**src/hw/rail_ctrl_pkg.sv**
```systemverilog
package rail_ctrl_pkg;

   ////////////////////////////////////////////////////////////////////////////
   // Register offsets on the serial control bus.
   localparam logic [7:0] ADDR_STEP_DOWN_CTRL = 8'h9C;
   localparam logic [7:0] ADDR_GOOD_DELAYS    = 8'h9D;
   localparam logic [7:0] ADDR_DISABLE        = 8'h9F;
   localparam logic [7:0] ADDR_FORCE_ON       = 8'hA0;

   // Reset values; the real part takes them from factory configuration.
   localparam logic [7:0] RST_STEP_DOWN_CTRL  = 8'h07;
   localparam logic [7:0] RST_GOOD_DELAYS     = 8'h00;
   localparam logic [7:0] RST_DISABLE         = 8'hF0;
   localparam logic [7:0] RST_FORCE_ON        = 8'h00;

   // Writable bits of the step-down control register; bits 7:6 read zero.
   localparam logic [7:0] STEP_DOWN_CTRL_MASK = 8'h3F;

   ////////////////////////////////////////////////////////////////////////////
   // Field positions.
   localparam int POS_TWO_DELAY       = 5;
   localparam int POS_FOUR_DELAY      = 2;
   localparam int POS_ONE_DELAY       = 0;
   localparam int POS_SHARED_OFF      = 7;
   localparam int POS_SWITCH_B_ONE    = 6;
   localparam int POS_SWITCH_A_ONE    = 5;
   localparam int POS_TERMINATION     = 4;
   localparam int POS_REG_A_TWO_FORCE = 7;
   localparam int POS_SW_A_ONE_FORCE  = 6;

   // Rail indices of the enable vector.
   localparam int NUM_RAILS           = 12;
   localparam int RAIL_STEP_DOWN_ONE  = 0;
   localparam int RAIL_SWITCH_A_ONE   = 6;
   localparam int RAIL_REG_A_TWO      = 7;
   localparam int RAIL_SWITCH_B_ONE   = 8;
   localparam int RAIL_SWITCH_B_TWO   = 9;
   localparam int RAIL_LINEAR_A_ONE   = 10;
   localparam int RAIL_TERMINATION    = 11;

   // Output pins handled here: index 0 is pin one, 1 is pin two, 2 is pin four.
   localparam int NUM_PINS            = 3;
   localparam int PIN_ONE             = 0;
   localparam int PIN_TWO             = 1;
   localparam int PIN_FOUR            = 2;

   ////////////////////////////////////////////////////////////////////////////
   // Timing.
   localparam int CLK_PERIOD_NS       = 20;
   localparam int MS_IN_NS            = 1000000;
   localparam int CYC_PER_MS          = MS_IN_NS / CLK_PERIOD_NS;
   localparam int CNT_W               = 23;
   localparam logic [6:0] DELAY_MS [8] = '{7'h00, 7'h05, 7'h0A, 7'h0F,
                                           7'h14, 7'h32, 7'h4B, 7'h64};

   ////////////////////////////////////////////////////////////////////////////
   // Types.
   typedef struct packed
   {
      logic       wr;
      logic       rd;
      logic [7:0] addr;
      logic [7:0] wdata;
   } reg_req_s;

   typedef enum logic [2:0]
   {
      T_IDLE  = 3'b001,
      T_COUNT = 3'b010,
      T_DONE  = 3'b100
   } timer_st_e;

endpackage : rail_ctrl_pkg

```
**src/hw/rail_enable_override.sv**
```systemverilog
module rail_enable_override
   import rail_ctrl_pkg::*;
#(
   parameter int cycles_per_ms = rail_ctrl_pkg::CYC_PER_MS
)
(
   // Clock and reset.
   input  wire logic                                 clk,
   input  wire logic                                 rstn,
   // Register access from the serial bus front end.
   input  wire rail_ctrl_pkg::reg_req_s              reg_req,
   output logic [7:0]                                reg_rdata,
   output logic                                      reg_rvalid,
   // Control-pin and internal power-good enable requests, asynchronous.
   input  wire logic [rail_ctrl_pkg::NUM_RAILS-1:0]  rail_request,
   // Analogue in-regulation flags per pin group, asynchronous.
   input  wire logic [rail_ctrl_pkg::NUM_PINS-1:0]   group_in_reg,
   // Factory configuration.
   input  wire logic                                 shared_sel_strap,
   input  wire logic                                 term_from_two,
   input  wire logic [rail_ctrl_pkg::NUM_PINS-1:0]   pin_sw_mode,
   input  wire logic [rail_ctrl_pkg::NUM_PINS-1:0]   pin_sw_level,
   // Rail enables and output pins.
   output logic [rail_ctrl_pkg::NUM_RAILS-1:0]       rail_enable,
   output logic                                      output_pin_one,
   output logic                                      output_pin_two,
   output logic                                      output_pin_four
);
   import rail_ctrl_pkg::*;

   localparam int SYNC_W = NUM_RAILS + NUM_PINS;

   logic [7:0]             step_down_ctrl;
   logic [7:0]             good_delays;
   logic [7:0]             rail_disable_controls;
   logic [7:0]             rail_force_on_first;
   logic [7:0]             next_step_down_ctrl;
   logic [7:0]             next_good_delays;
   logic [7:0]             next_disable;
   logic [7:0]             next_force_on;
   logic [7:0]             next_rdata;
   logic                   next_rvalid;

   logic [SYNC_W-1:0]      sync1;
   logic [SYNC_W-1:0]      sync2;
   logic [SYNC_W-1:0]      sync3;
   logic [SYNC_W-1:0]      stable;
   logic [SYNC_W-1:0]      next_stable;

   logic                   shared_sel;
   logic                   strap_caught;
   logic                   next_shared_sel;
   logic                   next_strap_caught;

   logic [NUM_RAILS-1:0]   req;
   logic [NUM_RAILS-1:0]   force_vec;
   logic [NUM_RAILS-1:0]   allow;
   logic [NUM_RAILS-1:0]   next_rail_enable;
   logic [NUM_PINS-1:0]    good;
   logic [NUM_PINS-1:0]    done;
   logic [NUM_PINS-1:0]    next_pins;
   logic [NUM_PINS-1:0]    pins;
   logic [2:0]             code [NUM_PINS];
   logic [CNT_W-1:0]       target [NUM_PINS];

   ////////////////////////////////////////////////////////////////////////////
   // Register file. Each access is one byte; a write lands on the next edge
   // and the rails follow one edge later. Unmapped reads return zero.
   always_comb
   begin
      next_step_down_ctrl = step_down_ctrl;
      next_good_delays    = good_delays;
      next_disable        = rail_disable_controls;
      next_force_on       = rail_force_on_first;
      next_rdata          = reg_rdata;
      next_rvalid         = 1'b0;
      if (reg_req.wr)
      begin
         case (reg_req.addr)
            ADDR_STEP_DOWN_CTRL: next_step_down_ctrl = reg_req.wdata & STEP_DOWN_CTRL_MASK;
            ADDR_GOOD_DELAYS:    next_good_delays    = reg_req.wdata;
            ADDR_DISABLE:        next_disable        = reg_req.wdata;
            ADDR_FORCE_ON:       next_force_on       = reg_req.wdata;
            default:             next_rvalid         = 1'b0;
         endcase
      end
      else if (reg_req.rd)
      begin
         next_rvalid = 1'b1;
         case (reg_req.addr)
            ADDR_STEP_DOWN_CTRL: next_rdata = step_down_ctrl;
            ADDR_GOOD_DELAYS:    next_rdata = good_delays;
            ADDR_DISABLE:        next_rdata = rail_disable_controls;
            ADDR_FORCE_ON:       next_rdata = rail_force_on_first;
            default:             next_rdata = 8'h00;
         endcase
      end
   end

   always_ff @(posedge clk)
   begin
      if (!rstn)
      begin
         step_down_ctrl        <= RST_STEP_DOWN_CTRL;
         good_delays           <= RST_GOOD_DELAYS;
         rail_disable_controls <= RST_DISABLE;
         rail_force_on_first   <= RST_FORCE_ON;
         reg_rdata             <= 8'h00;
         reg_rvalid            <= 1'b0;
      end
      else
      begin
         step_down_ctrl        <= next_step_down_ctrl;
         good_delays           <= next_good_delays;
         rail_disable_controls <= next_disable;
         rail_force_on_first   <= next_force_on;
         reg_rdata             <= next_rdata;
         reg_rvalid            <= next_rvalid;
      end
   end

   ////////////////////////////////////////////////////////////////////////////
   // Three-stage synchroniser; a new level is taken only when stages two and
   // three agree, which filters a single metastable sample.
   always_comb
   begin
      next_stable = stable;
      for (int i = 0; i < SYNC_W; i++)
      begin
         if (sync2[i] == sync3[i])
            next_stable[i] = sync3[i];
      end
   end

   always_ff @(posedge clk)
   begin
      if (!rstn)
      begin
         sync1  <= '0;
         sync2  <= '0;
         sync3  <= '0;
         stable <= '0;
      end
      else
      begin
         sync1  <= {group_in_reg, rail_request};
         sync2  <= sync1;
         sync3  <= sync2;
         stable <= next_stable;
      end
   end

   assign req  = stable[NUM_RAILS-1:0];
   assign good = stable[SYNC_W-1:NUM_RAILS];

   ////////////////////////////////////////////////////////////////////////////
   // The shared-rail strap is caught once, on the first edge after reset
   // release, so a strap that wanders later cannot move the rail.
   always_comb
   begin
      next_shared_sel   = shared_sel;
      next_strap_caught = 1'b1;
      if (!strap_caught)
         next_shared_sel = shared_sel_strap;
   end

   always_ff @(posedge clk)
   begin
      if (!rstn)
      begin
         shared_sel   <= 1'b0;
         strap_caught <= 1'b0;
      end
      else
      begin
         shared_sel   <= next_shared_sel;
         strap_caught <= next_strap_caught;
      end
   end

   ////////////////////////////////////////////////////////////////////////////
   // Delay timers, one per output pin. The code is turned into an exact cycle
   // count, so the timer runs two clocks past the coded delay, far inside the tolerance.
   assign code[PIN_ONE]  = {1'b0, good_delays[POS_ONE_DELAY +: 2]};
   assign code[PIN_TWO]  = good_delays[POS_TWO_DELAY +: 3];
   assign code[PIN_FOUR] = good_delays[POS_FOUR_DELAY +: 3];

   for (genvar p = 0; p < NUM_PINS; p++)
   begin : g_pin
      assign target[p] = CNT_W'(int'(DELAY_MS[code[p]]) * cycles_per_ms);

      good_delay_timer u_timer
      (
         .clk        (clk),
         .rstn       (rstn),
         .group_good (good[p]),
         .target     (target[p]),
         .done       (done[p])
      );
   end

   ////////////////////////////////////////////////////////////////////////////
   // Rail enables: request or force-on, gated by the disable bits. Pin two's
   // timed good still feeds the termination rail in software mode.
   always_comb
   begin
      force_vec = '0;
      force_vec[5:0] = rail_force_on_first[5:0];
      force_vec[RAIL_SWITCH_A_ONE] = rail_force_on_first[POS_SW_A_ONE_FORCE];
      force_vec[RAIL_REG_A_TWO]    = rail_force_on_first[POS_REG_A_TWO_FORCE];
      allow = '1;
      allow[2:0] = step_down_ctrl[2:0];
      allow[RAIL_SWITCH_A_ONE] = rail_disable_controls[POS_SWITCH_A_ONE];
      allow[RAIL_SWITCH_B_ONE] = rail_disable_controls[POS_SWITCH_B_ONE];
      allow[RAIL_TERMINATION]  = rail_disable_controls[POS_TERMINATION];
      if (shared_sel)
         allow[RAIL_LINEAR_A_ONE] = rail_disable_controls[POS_SHARED_OFF];
      else
         allow[RAIL_SWITCH_B_TWO] = rail_disable_controls[POS_SHARED_OFF];
      next_rail_enable = req | force_vec;
      next_rail_enable[RAIL_TERMINATION] = req[RAIL_TERMINATION]
                                         | (term_from_two & done[PIN_TWO]);
      next_rail_enable = next_rail_enable & allow;
      for (int i = 0; i < NUM_PINS; i++)
         next_pins[i] = pin_sw_mode[i] ? pin_sw_level[i] : done[i];
   end

   always_ff @(posedge clk)
   begin
      if (!rstn)
      begin
         rail_enable <= '0;
         pins        <= '0;
      end
      else
      begin
         rail_enable <= next_rail_enable;
         pins        <= next_pins;
      end
   end

   assign output_pin_one  = pins[PIN_ONE];
   assign output_pin_two  = pins[PIN_TWO];
   assign output_pin_four = pins[PIN_FOUR];
endmodule : rail_enable_override

```
**src/hw/good_delay_timer.sv**
```systemverilog
module good_delay_timer
   import rail_ctrl_pkg::*;
(
   // Clock and reset.
   input  wire logic                         clk,
   input  wire logic                         rstn,
   // Group state and programmed delay in cycles.
   input  wire logic                         group_good,
   input  wire logic [rail_ctrl_pkg::CNT_W-1:0] target,
   // Delayed power-good.
   output logic                              done
);
   import rail_ctrl_pkg::*;

   timer_st_e          state;
   timer_st_e          next_state;
   logic [CNT_W-1:0]   count;
   logic [CNT_W-1:0]   next_count;

   ////////////////////////////////////////////////////////////////////////////
   // Counting only runs while the whole group is in regulation; any drop
   // restarts the delay from zero so a glitching rail never shortens it.
   always_comb
   begin
      next_state = state;
      next_count = count;
      case (state)
         T_IDLE:
         begin
            next_count = '0;
            if (group_good)
               next_state = T_COUNT;
         end
         T_COUNT:
         begin
            if (!group_good)
               next_state = T_IDLE;
            else if (count >= target)
               next_state = T_DONE;
            else
               next_count = count + 1'b1;
         end
         T_DONE:
         begin
            if (!group_good)
               next_state = T_IDLE;
         end
         default:
            next_state = T_IDLE;
      endcase
   end

   always_ff @(posedge clk)
   begin
      if (!rstn)
      begin
         state <= T_IDLE;
         count <= '0;
      end
      else
      begin
         state <= next_state;
         count <= next_count;
      end
   end

   assign done = (state == T_DONE);
endmodule : good_delay_timer

```
**config.mk**
```make
export PLATFORM = sky130hd
export DESIGN_NAME = rail_enable_override
export DESIGN_NICKNAME = d
export VERILOG_FILES = /design/src/hw/rail_ctrl_pkg.sv /design/src/hw/rail_enable_override.sv /design/src/hw/good_delay_timer.sv
export SDC_FILE = /design/constraint.sdc
export NUM_CORES = 1
export LEC_CHECK = 0
export BUFFER_PORTS_ARGS = -buffer_cell sky130_fd_sc_hd__buf_2
export CORE_UTILIZATION = 60
export CTS_BUF_LIST = sky130_fd_sc_hd__clkbuf_2 sky130_fd_sc_hd__clkbuf_4 sky130_fd_sc_hd__clkbuf_8
export DETAILED_ROUTE_END_ITERATION = 10
export GPL_TIMING_DRIVEN = 0
export HOLD_SLACK_MARGIN = 0.05
export PLACE_DENSITY = 0.77
export RECOVER_POWER = 25
export SYNTH_ARGS = -nofsm -noshare
export SYNTH_HDL_FRONTEND = slang
export SYNTH_SLANG_ARGS = --single-unit
```
**constraint.sdc**
```tcl
create_clock -name clk -period 19.35 [get_ports clk]
set_clock_uncertainty 0.05 [all_clocks]
set_input_delay 1.935 -clock clk [delete_from_list [all_inputs] [get_ports clk]]
set_output_delay 1.935 -clock clk [all_outputs]
set_load 0.01 [all_outputs]
```
# After elaboration in Yosys (flattened, before gate mapping)
# Memory sizes are Yosys's and may differ from the RTL's.
# Index checks and enable logic that the tools add are counted.
# word_totals
reg_bits,194
output_inout_bits,24
latchBits,0
input_bits,43
mem_count,3
mem_bits_rw,0
rom_bits,168
# classes
n_mux,38
n_mul,3
n_shift,0
order_cmp,6
bitwise,9
n_eq_ne,43
div,0
add_sub_neg,3
reduce_logical,15
# memory_table
name,depth,word_bits,rd,rd_ports_with_merged_regs,wr,line,rtl
(no name shown),8,7,1,0,0,rail_enable_override.sv:190,assign target[p] = CNT_W'(int'(DELAY_MS[code[p]]) * cycles_per_ms);
(no name shown),8,7,1,0,0,rail_enable_override.sv:190,
(no name shown),8,7,1,0,0,rail_enable_override.sv:190,
# ops
op,count
2-to-1 mux 23 bit,6
case mux 23 bit (2 select lines),3
"adder 23 x 1 -> 23 bit, second input constant",3
>= comparator 23 bit,3
"multiplier 7 x 12 -> 19 bit, second input constant",3
2-to-1 mux 7 bit,6
2-to-1 mux 3 bit,12
"equality test 8 bit, second input constant",4
case mux 8 bit (4 select lines),1
case mux 3 bit (3 select lines),3
"inequality test 2 bit, second input constant",12
AND reduction 3 bit,6
equality test 1 bit,15
bitwise AND 12 bit,1
">= comparator 4 bit, second input constant",3
OR 11 x 8 -> 11 bit,1
AND reduction 2 bit,5
"equality test 3 x 1 -> 1 bit, second input constant",3
"equality test 3 x 2 -> 1 bit, second input constant",3
"equality test 3 bit, second input constant",3
"inequality test 3 x 2 -> 1 bit, second input constant",3
inverter 3 -> 4 bit,2
2-to-1 mux 1 bit,7
nonzero test 2 bit,3
5 further kinds,6

# Depth between registers and ports, before layout
# Gate-level depths: netlist of the first run.
# depth
word_depth,9
mapped_depth,31
ltp_nobuf,30

# Cells and area by module
# Synthesis of the first run repeated with hierarchy kept, for this count alone.
# unflattened
hier_cells,1446
hier_area_um2,12409.4
# by_module_without_submodules
mod,cells_each,n_inst,seq_area_each_um2,area_each_um2
rail_enable_override,732,1,2322.2,6846.6
good_delay_timer,238,3,520.5,1854.3

# Least setup slack after synthesis of the first run
# No wires, ideal clock.
# synth_path
path_type,flip-flop to flip-flop
from,register good_delays[5]
to,register g_pin[1].u_timer.count[16]
t_required_ps,19229
arrival_time_ps,6052
path_stages_with_launch,28
slack_ps,13177
synth_period_minus_slack_ps,6173
cell_sequence,dfxtp_1 -> inv_1 -> ha_1 -> nand2_1 -> o21ai_0 -> ha_1 -> fa_1 -> fa_1 -> ha_1 -> ha_1 -> or3_1 -> o2111ai_1 -> a31oi_1 -> a21oi_1 -> nor2b_1 -> o21a_1 -> nor2_1 -> xor2_1 -> ha_1 -> a21o_1 -> a21o_1 -> a21oi_1 -> nand2b_1 -> o311ai_2 -> nand4b_1 -> buf_2 -> or3_1 -> a21oi_1
# synth_between
elab_chain_len,8
# synth_lines
element,line,rtl
"start, declared",rail_enable_override.sv:34,logic [7:0] good_delays;
"start signal, assigned",rail_enable_override.sv:114,good_delays <= next_good_delays;
inverter 3 -> 4 bit (implied by the code),rail_enable_override.sv:190,
memory (8 x 7 bit),n/a,
2-to-1 mux 7 bit (implied by the code) (2 in series),rail_enable_override.sv:190,
multiplier 7 x 12 -> 19 bit,rail_enable_override.sv:190,
>= comparator 23 bit,good_delay_timer.sv:38,else if (count >= target)
inequality test 2 bit (no source line),n/a,
AND reduction 3 bit (no source line),n/a,
"end signal, assigned",good_delay_timer.sv:63,count <= next_count;
"end, declared",good_delay_timer.sv:17,logic [CNT_W-1:0] count;
# No other way between the ends. The select of a mux whose other input is x is not followed.
# A chain may end at the register's enable or synchronous reset.

# Worst setup path in the final report of the first run
# layout_path
from,register good_delays[5]
to,register g_pin[1].u_timer.count[20]
# The elaborated chain is that of the path after synthesis.

==> metrics.cfg, run 1 <==
[status]
status = finished clean

[power_and_ir_drop]
p_leak_nw = 5.71
seq_power_share = 0.554
switching_power_mw = 0.208
powerDensity_nw_per_um2 = 58.7
max-vdd-ir-drop_mv = 0.0527
pwr-share-comb = 0.031
pwr-share-clk = 0.415
swShare = 0.284
p_int_mw = 0.525

[sta]
setup_violations = 0
layout_worst_path_cycle_share = 0.371
fin_crit_ps = 7190
max_slew_margin = 0.358
fmax_ghz = 0.139
rsz0062_at_grt = false
worstMarginPinSlew_ps = 959
setup-tns-final_ps = 0
report.final.slew_viol_count = 0
final-hold-violation-count = 0

[cts]
cts_buffers = 17
htreeDepth = 4
clock-root-buffer = clkbuf_8
clock_path_buffers = 2
clkLatencyLatePin_ps = 480
cts_resized = 0
cts_sinks = 194
postCtsHoldBufs = 0
tritoncts = built
cts_setup_buffers = 0
clk_pin_slew_worst_paths_ps = 130

[global_route]
grt_usage = 0.276
overflow = 0
grt_pass1_vias = 9160
grt_start_max_net_pins = 26
antenna_found_initial = 0
grt_pass1_wl_um = 43600

[synthesis]
async_flop_share = 0
synth_edf_count = 0
ys_seq_area_frac = 0.341
postSynthAreaPerCell_um2 = 8.64
synth_cell_types = 68
yosysMostFrequentCell = dfxtp_1
synth_top_area_frac = 0.341
synth_common_cells = dfxtp_1, ha_1, nand2_1
syn-cell-area_um2 = 11400
ys_ff_latch = 194
syn-instance-count = 1319
synth_warnings = 0
syn-num-nets = 1528
yosysTopAreaCell = dfxtp_1
yosys_most_used_dff = dfxtp_1
yosys-top-cells-area = dfxtp_1, ha_1, nand2_1, xnor2_1, a21oi_1

[run]
maxCapViolations = 0

[floorplanning]
coreArea_um2 = 18600
io_pins = 67
die_y_um = 140
initial_utilization = 0.611
rows = 50
dieArea_um2 = 19500
die_width_um = 140

[placed_design]
place_inst = 1619
place_hpwl_um = 20500
gp_congestion = 0.890
port_buffers = 66

[worst_hold_path]
min_path_type = flip-flop to flip-flop

[critical_path]
worst_ep_arrival_time_ps = 7550
end_kind = flip-flop
critPathLaunchType = flip-flop
worst-setup-path-type = flip-flop to flip-flop
cp_max_fo = 10
crit_required_ps = 19710

[detailed_routing]
ant_nets = 0
firstDrtPassIters = 8
vias_per_cell = 5.85
drc = 0
drt_wl_total_um = 26300
vias = 9653
drtIter0Drc = 616
avgRoutedWirePerCell_um = 16.0

[layout]
nFillCells = 1578
fin_nets = 1613
area_growth_pct = 9.64
multi_input_area_um2 = 7110
seq_area_um2 = 3880
drive_above_1_share = 0.0833
diodes = 0
layoutNonFillerInstCount = 1651

## power groups by stage
| stage | sequential (mW) | combinational (mW) | clock (mW) |
|---|---|---|---|
| global route | 0.406 | 0.0250 | 0.327 |
| finish | 0.406 | 0.0230 | 0.304 |
| floorplan | 0.414 | 0.0110 | 0 |
| detailed placement | 0.415 | 0.0228 | 0 |
| CTS | 0.406 | 0.0230 | 0.309 |
| global placement | 0.415 | 0.0224 | 0 |
## per-layer routing
metal | GRT usage | up-vias | routed length (um)
met2 | 0.464 | 290 | 12400
met5 | 0 | - | 0
li1 | - | 4797 | -
met1 | 0.362 | 4522 | 11800
met4 | 0.0908 | 0 | 539
met3 | 0.0416 | 44 | 1610
## state kept, by name, summed over array words and instances, names as in the netlist, 9 cells and up
| signal | cells |
|---|---|
| g_pin.u_timer.count | 69 |
| stable | 15 |
| sync1 | 15 |
| sync2 | 15 |
| sync3 | 15 |
| rail_enable | 12 |
| g_pin.u_timer.state | 9 |
## worst max-delay path, stage by stage (launching register included)
cell	delay, ps
dfxtp_1	490
inv_1	160
ha_1	270
nand2_1	130
o21ai_0	220
ha_1	400
fa_1	470
fa_1	490
ha_1	310
ha_1	250
or3_1	380
o2111ai_1	140
a31oi_1	200
a21oi_1	250
nor2b_1	70
o21a_1	200
nor2_1	110
xor2_1	190
ha_1	270
a21o_1	160
a21o_1	160
a21oi_1	220
nand2b_1	100
o311ai_2	320
nand4b_1	320
buf_2	290
or3_1	360
a21oi_1	140
## kinds of logic (layout without fill, tap and decap cells)
family	count (synthesis)	count (layout)	synth area share
AOI/OAI and AO/OA	249	249	0.138
xor gates and xnor gates	65	65	0.0500
adders and majority gates	167	167	0.190
buffers and inverters	103	201	0.0352
DFF	194	194	0.341
muxes	20	20	0.0177
and+or+nand+nor	521	521	0.228
## placed cells by master (no fill, tap or decap), types with 29 or more instances in the layout
cell type	count
nand2_1	139
nand3_1	45
o21ai_0	56
inv_1	59
dfxtp_1	194
nor2_1	118
and2_1	47
ha_1	155
a21oi_1	92
clkbuf_1	38
buf_2	70
a21o_1	29
xnor2_1	53
## layout make-up
class,instances,area share
buffer,43,0.0140
inverter,60,0.0180
sequential,194,0.311
multi-input combinational,1022,0.569
clock inverter,15,0.0194
timing repair buffer,66,0.0264
clock buffer,17,0.0187
tap,234,0.0234
## final timing paths
kind	start	to	slack, ps	depth (start not counted)
setup / recovery	good_delays[5]$_SDFFE_PN0P_	g_pin[1].u_timer.count[20]$_SDFFE_PN0P_	12160	27
hold / removal	sync1[9]$_SDFF_PN0_	sync2[9]$_SDFF_PN0_	380	1
setup reg to reg	good_delays[5]$_SDFFE_PN0P_	g_pin[1].u_timer.count[20]$_SDFFE_PN0P_	12160	27
hold reg to reg	sync1[9]$_SDFF_PN0_	sync2[9]$_SDFF_PN0_	380	1
## through the flow
stage | worst slack, ps | area [um^2] | power [mW] | hold slack [ps] | util
after floorplan | 13180 | 11400 | 0.425 | 353 | -
after global placement | 12400 | 12000 | 0.437 | 363 | 0.644
after detailed placement | 12260 | 12000 | 0.438 | 368 | 0.644
after CTS | 12210 | 12500 | 0.738 | 386 | 0.670
after global routing | 11620 | 12500 | 0.758 | 406 | 0.670
final | 12160 | 12500 | 0.733 | 383 | 0.670
(Power assumes the default switching activity.)
==> run 2, diff against run 1 <==
--- a/config.mk
+++ b/config.mk
@@ -5,8 +5,9 @@
 export SDC_FILE = /design/constraint.sdc
 export NUM_CORES = 1
 export LEC_CHECK = 0
+export ABC_AREA = 1
 export BUFFER_PORTS_ARGS = -buffer_cell sky130_fd_sc_hd__buf_2
-export CORE_UTILIZATION = 60
+export CORE_UTILIZATION = 58
 export CTS_BUF_LIST = sky130_fd_sc_hd__clkbuf_2 sky130_fd_sc_hd__clkbuf_4 sky130_fd_sc_hd__clkbuf_8
 export DETAILED_ROUTE_END_ITERATION = 10
 export GPL_TIMING_DRIVEN = 0
==> constraint.sdc (replaced) <==
create_clock -name clk -period 6.3 [get_ports clk]
set_clock_uncertainty 0.05 [all_clocks]
set_input_delay 0.63 -clock clk [delete_from_list [all_inputs] [get_ports clk]]
set_output_delay 0.63 -clock clk [all_outputs]
set_load 0.01 [all_outputs]
==> metrics.cfg, run 2 <==
[synthesis]
async_flop_share = 0
synth_warnings = 0
syn-num-nets = 2082
synth_common_cells = nand2_1, nor2_1, inv_1
yosys-top-cells-area = dfxtp_1, ha_1, nand2_1, nor2_1, inv_1
synth_cell_types = 50
yosysTopAreaCell = dfxtp_1
synth_edf_count = 0
yosysMostFrequentCell = nand2_1
synth_top_area_frac = 0.292
postSynthAreaPerCell_um2 = 7.11
syn-instance-count = 1873
ys_seq_area_frac = 0.292
yosys_most_used_dff = dfxtp_1
ys_ff_latch = 194
syn-cell-area_um2 = 13300

[layout]
largest_register_ffs = 69
fin_nets = 2167
drive_above_1_share = 0.110
regMostFlops = g_pin.u_timer.count
area_growth_pct = 8.64
nFillCells = 2102
final_cell_mix = nand2_1, nor2_1, inv_1
layout_commonest_cell = nand2_1

[power_and_ir_drop]
max-vdd-ir-drop_mv = 0.236
powerDensity_nw_per_um2 = 207
p_leak_nw = 6.70

[critical_path]
max_stage_delay_ps = 480
worst_ep_arrival_time_ps = 6050
worst-setup-path-type = flip-flop to flip-flop
end_kind = flip-flop
slowest_stage = fa_1
crit_buf_inv = 1
critical-path-top-delay-family = adder cells
cp_max_fo = 6
critPathLaunchType = flip-flop
crit_top_cell = nand2_1
crit_required_ps = 6600

[detailed_routing]
drc = 0
vias = 12300
firstDrtPassIters = 8
avgRoutedWirePerCell_um = 14.9
drtIter0Drc = 870
drt_wl_total_um = 33800
vias_per_cell = 5.42
ant_nets = 0

[run]
maxCapViolations = 0

[floorplanning]
rows = 55
die_y_um = 154
die_width_um = 154
io_pins = 67
dieArea_um2 = 23600
initial_utilization = 0.590
coreArea_um2 = 22600

[cts]
cts_buffers = 17
clock_path_buffers = 2
cts_resized = 0
cts_sinks = 194
cts_setup_buffers = 0
clk_pin_slew_worst_paths_ps = 130
clock-root-buffer = clkbuf_8
htreeDepth = 4
clkLatencyLatePin_ps = 500
postCtsHoldBufs = 0
tritoncts = built

[sta]
report.final.slew_viol_count = 0
rsz0062_at_grt = false
fin_ws_ps = 552
setup_violations = 0
worstMarginPinSlew_ps = 899
layout_worst_path_cycle_share = 0.912
fmax_ghz = 0.174
fin_crit_ps = 5750
max_slew_margin = 0.401
setup-tns-final_ps = 0
final-hold-violation-count = 0

[placed_design]
place_hpwl_um = 26200
port_buffers = 66
gp_congestion = 0.957
dp_slack_ps = 484

[global_route]
grt_start_max_net_pins = 25
grt_pass1_wl_um = 55500
grt_usage = 0.290
overflow = 0
grt_pass1_vias = 11500
antenna_found_initial = 1

[status]
status = finished clean

[worst_hold_path]
min_path_type = input pin to flip-flop

[run 2: cell families (layout without fill, tap and decap cells)]
| group | count (synthesis) | in the layout | share of synthesized area |
|---|---|---|---|
| XOR/XNOR | 80 | 80 | 0.0526 |
| buffers and inverters | 274 | 372 | 0.0861 |
| adder cells (fa/ha/maj) | 166 | 166 | 0.162 |
| flip-flops | 194 | 194 | 0.292 |
| other | 0 | 3 | 0 |
| AO/OA/AOI/OAI | 260 | 260 | 0.111 |
| AND/OR/NAND/NOR | 899 | 899 | 0.297 |
[run 2: routing by layer]
metal  routed length [um]  global-route usage  share of wire
met1                15500               0.388           0.46
met2                15600               0.484           0.46
met3                 1950              0.0417          0.058
met5                    0                   0              0
met4                  658              0.0862          0.019
[run 2: layout make-up]
| class | instances | area, um^2 | share of cell area |
|---|---|---|---|
| Antenna cell | 3 | 7.51 | 0.000519 |
| Buffer | 49 | 295 | 0.0204 |
| Clock buffer | 17 | 234 | 0.0162 |
| Clock inverter | 15 | 226 | 0.0156 |
| Inverter | 225 | 852 | 0.0589 |
| Multi-Input combinational cell | 1405 | 8290 | 0.573 |
| Sequential cell | 194 | 3880 | 0.268 |
| Tap cell | 285 | 357 | 0.0246 |
| Timing Repair Buffer | 66 | 324 | 0.0224 |
[run 2: where the power goes]
part / switching, mW / leakage (nW) / internal (mW) / total, mW
sequential: 0.0510 / 1.57 / 1.28 / 1.33
clock: 0.597 / 0.227 / 0.334 / 0.930
combinational: 0.499 / 4.90 / 0.232 / 0.731
total: 1.15 / 6.70 / 1.84 / 2.99
[run 2: final timing paths]
kind                                                  start                                     end  slack, ps  depth (start not counted)
worst min register to register         sync1[13]$_SDFF_PN0_                    sync2[13]$_SDFF_PN0_        360                          2
worst max-delay path            good_delays[2]$_SDFFE_PN0P_  g_pin[2].u_timer.state[1]$_SDFFE_PN0P_        550                         27
worst max register to register  good_delays[2]$_SDFFE_PN0P_  g_pin[2].u_timer.state[1]$_SDFFE_PN0P_        550                         27
worst min-delay path                                   rstn                    strap_caught$_DFF_P_        220                          1
[run 2: per-stage QoR]
step | instances | utilization | hold WS, ps | area (um^2) | total power, mW
final | 2259 | 0.641 | 219 | 14500 | 2.99
after global routing | 2256 | 0.641 | 202 | 14500 | 3.11
after CTS | 2256 | 0.641 | 200 | 14500 | 2.98
after detailed placement | 2224 | 0.621 | 345 | 14000 | 2.07
after global placement | 2224 | 0.621 | 344 | 14000 | 2.06
after floorplan | 1873 | - | 340 | 13300 | 1.88
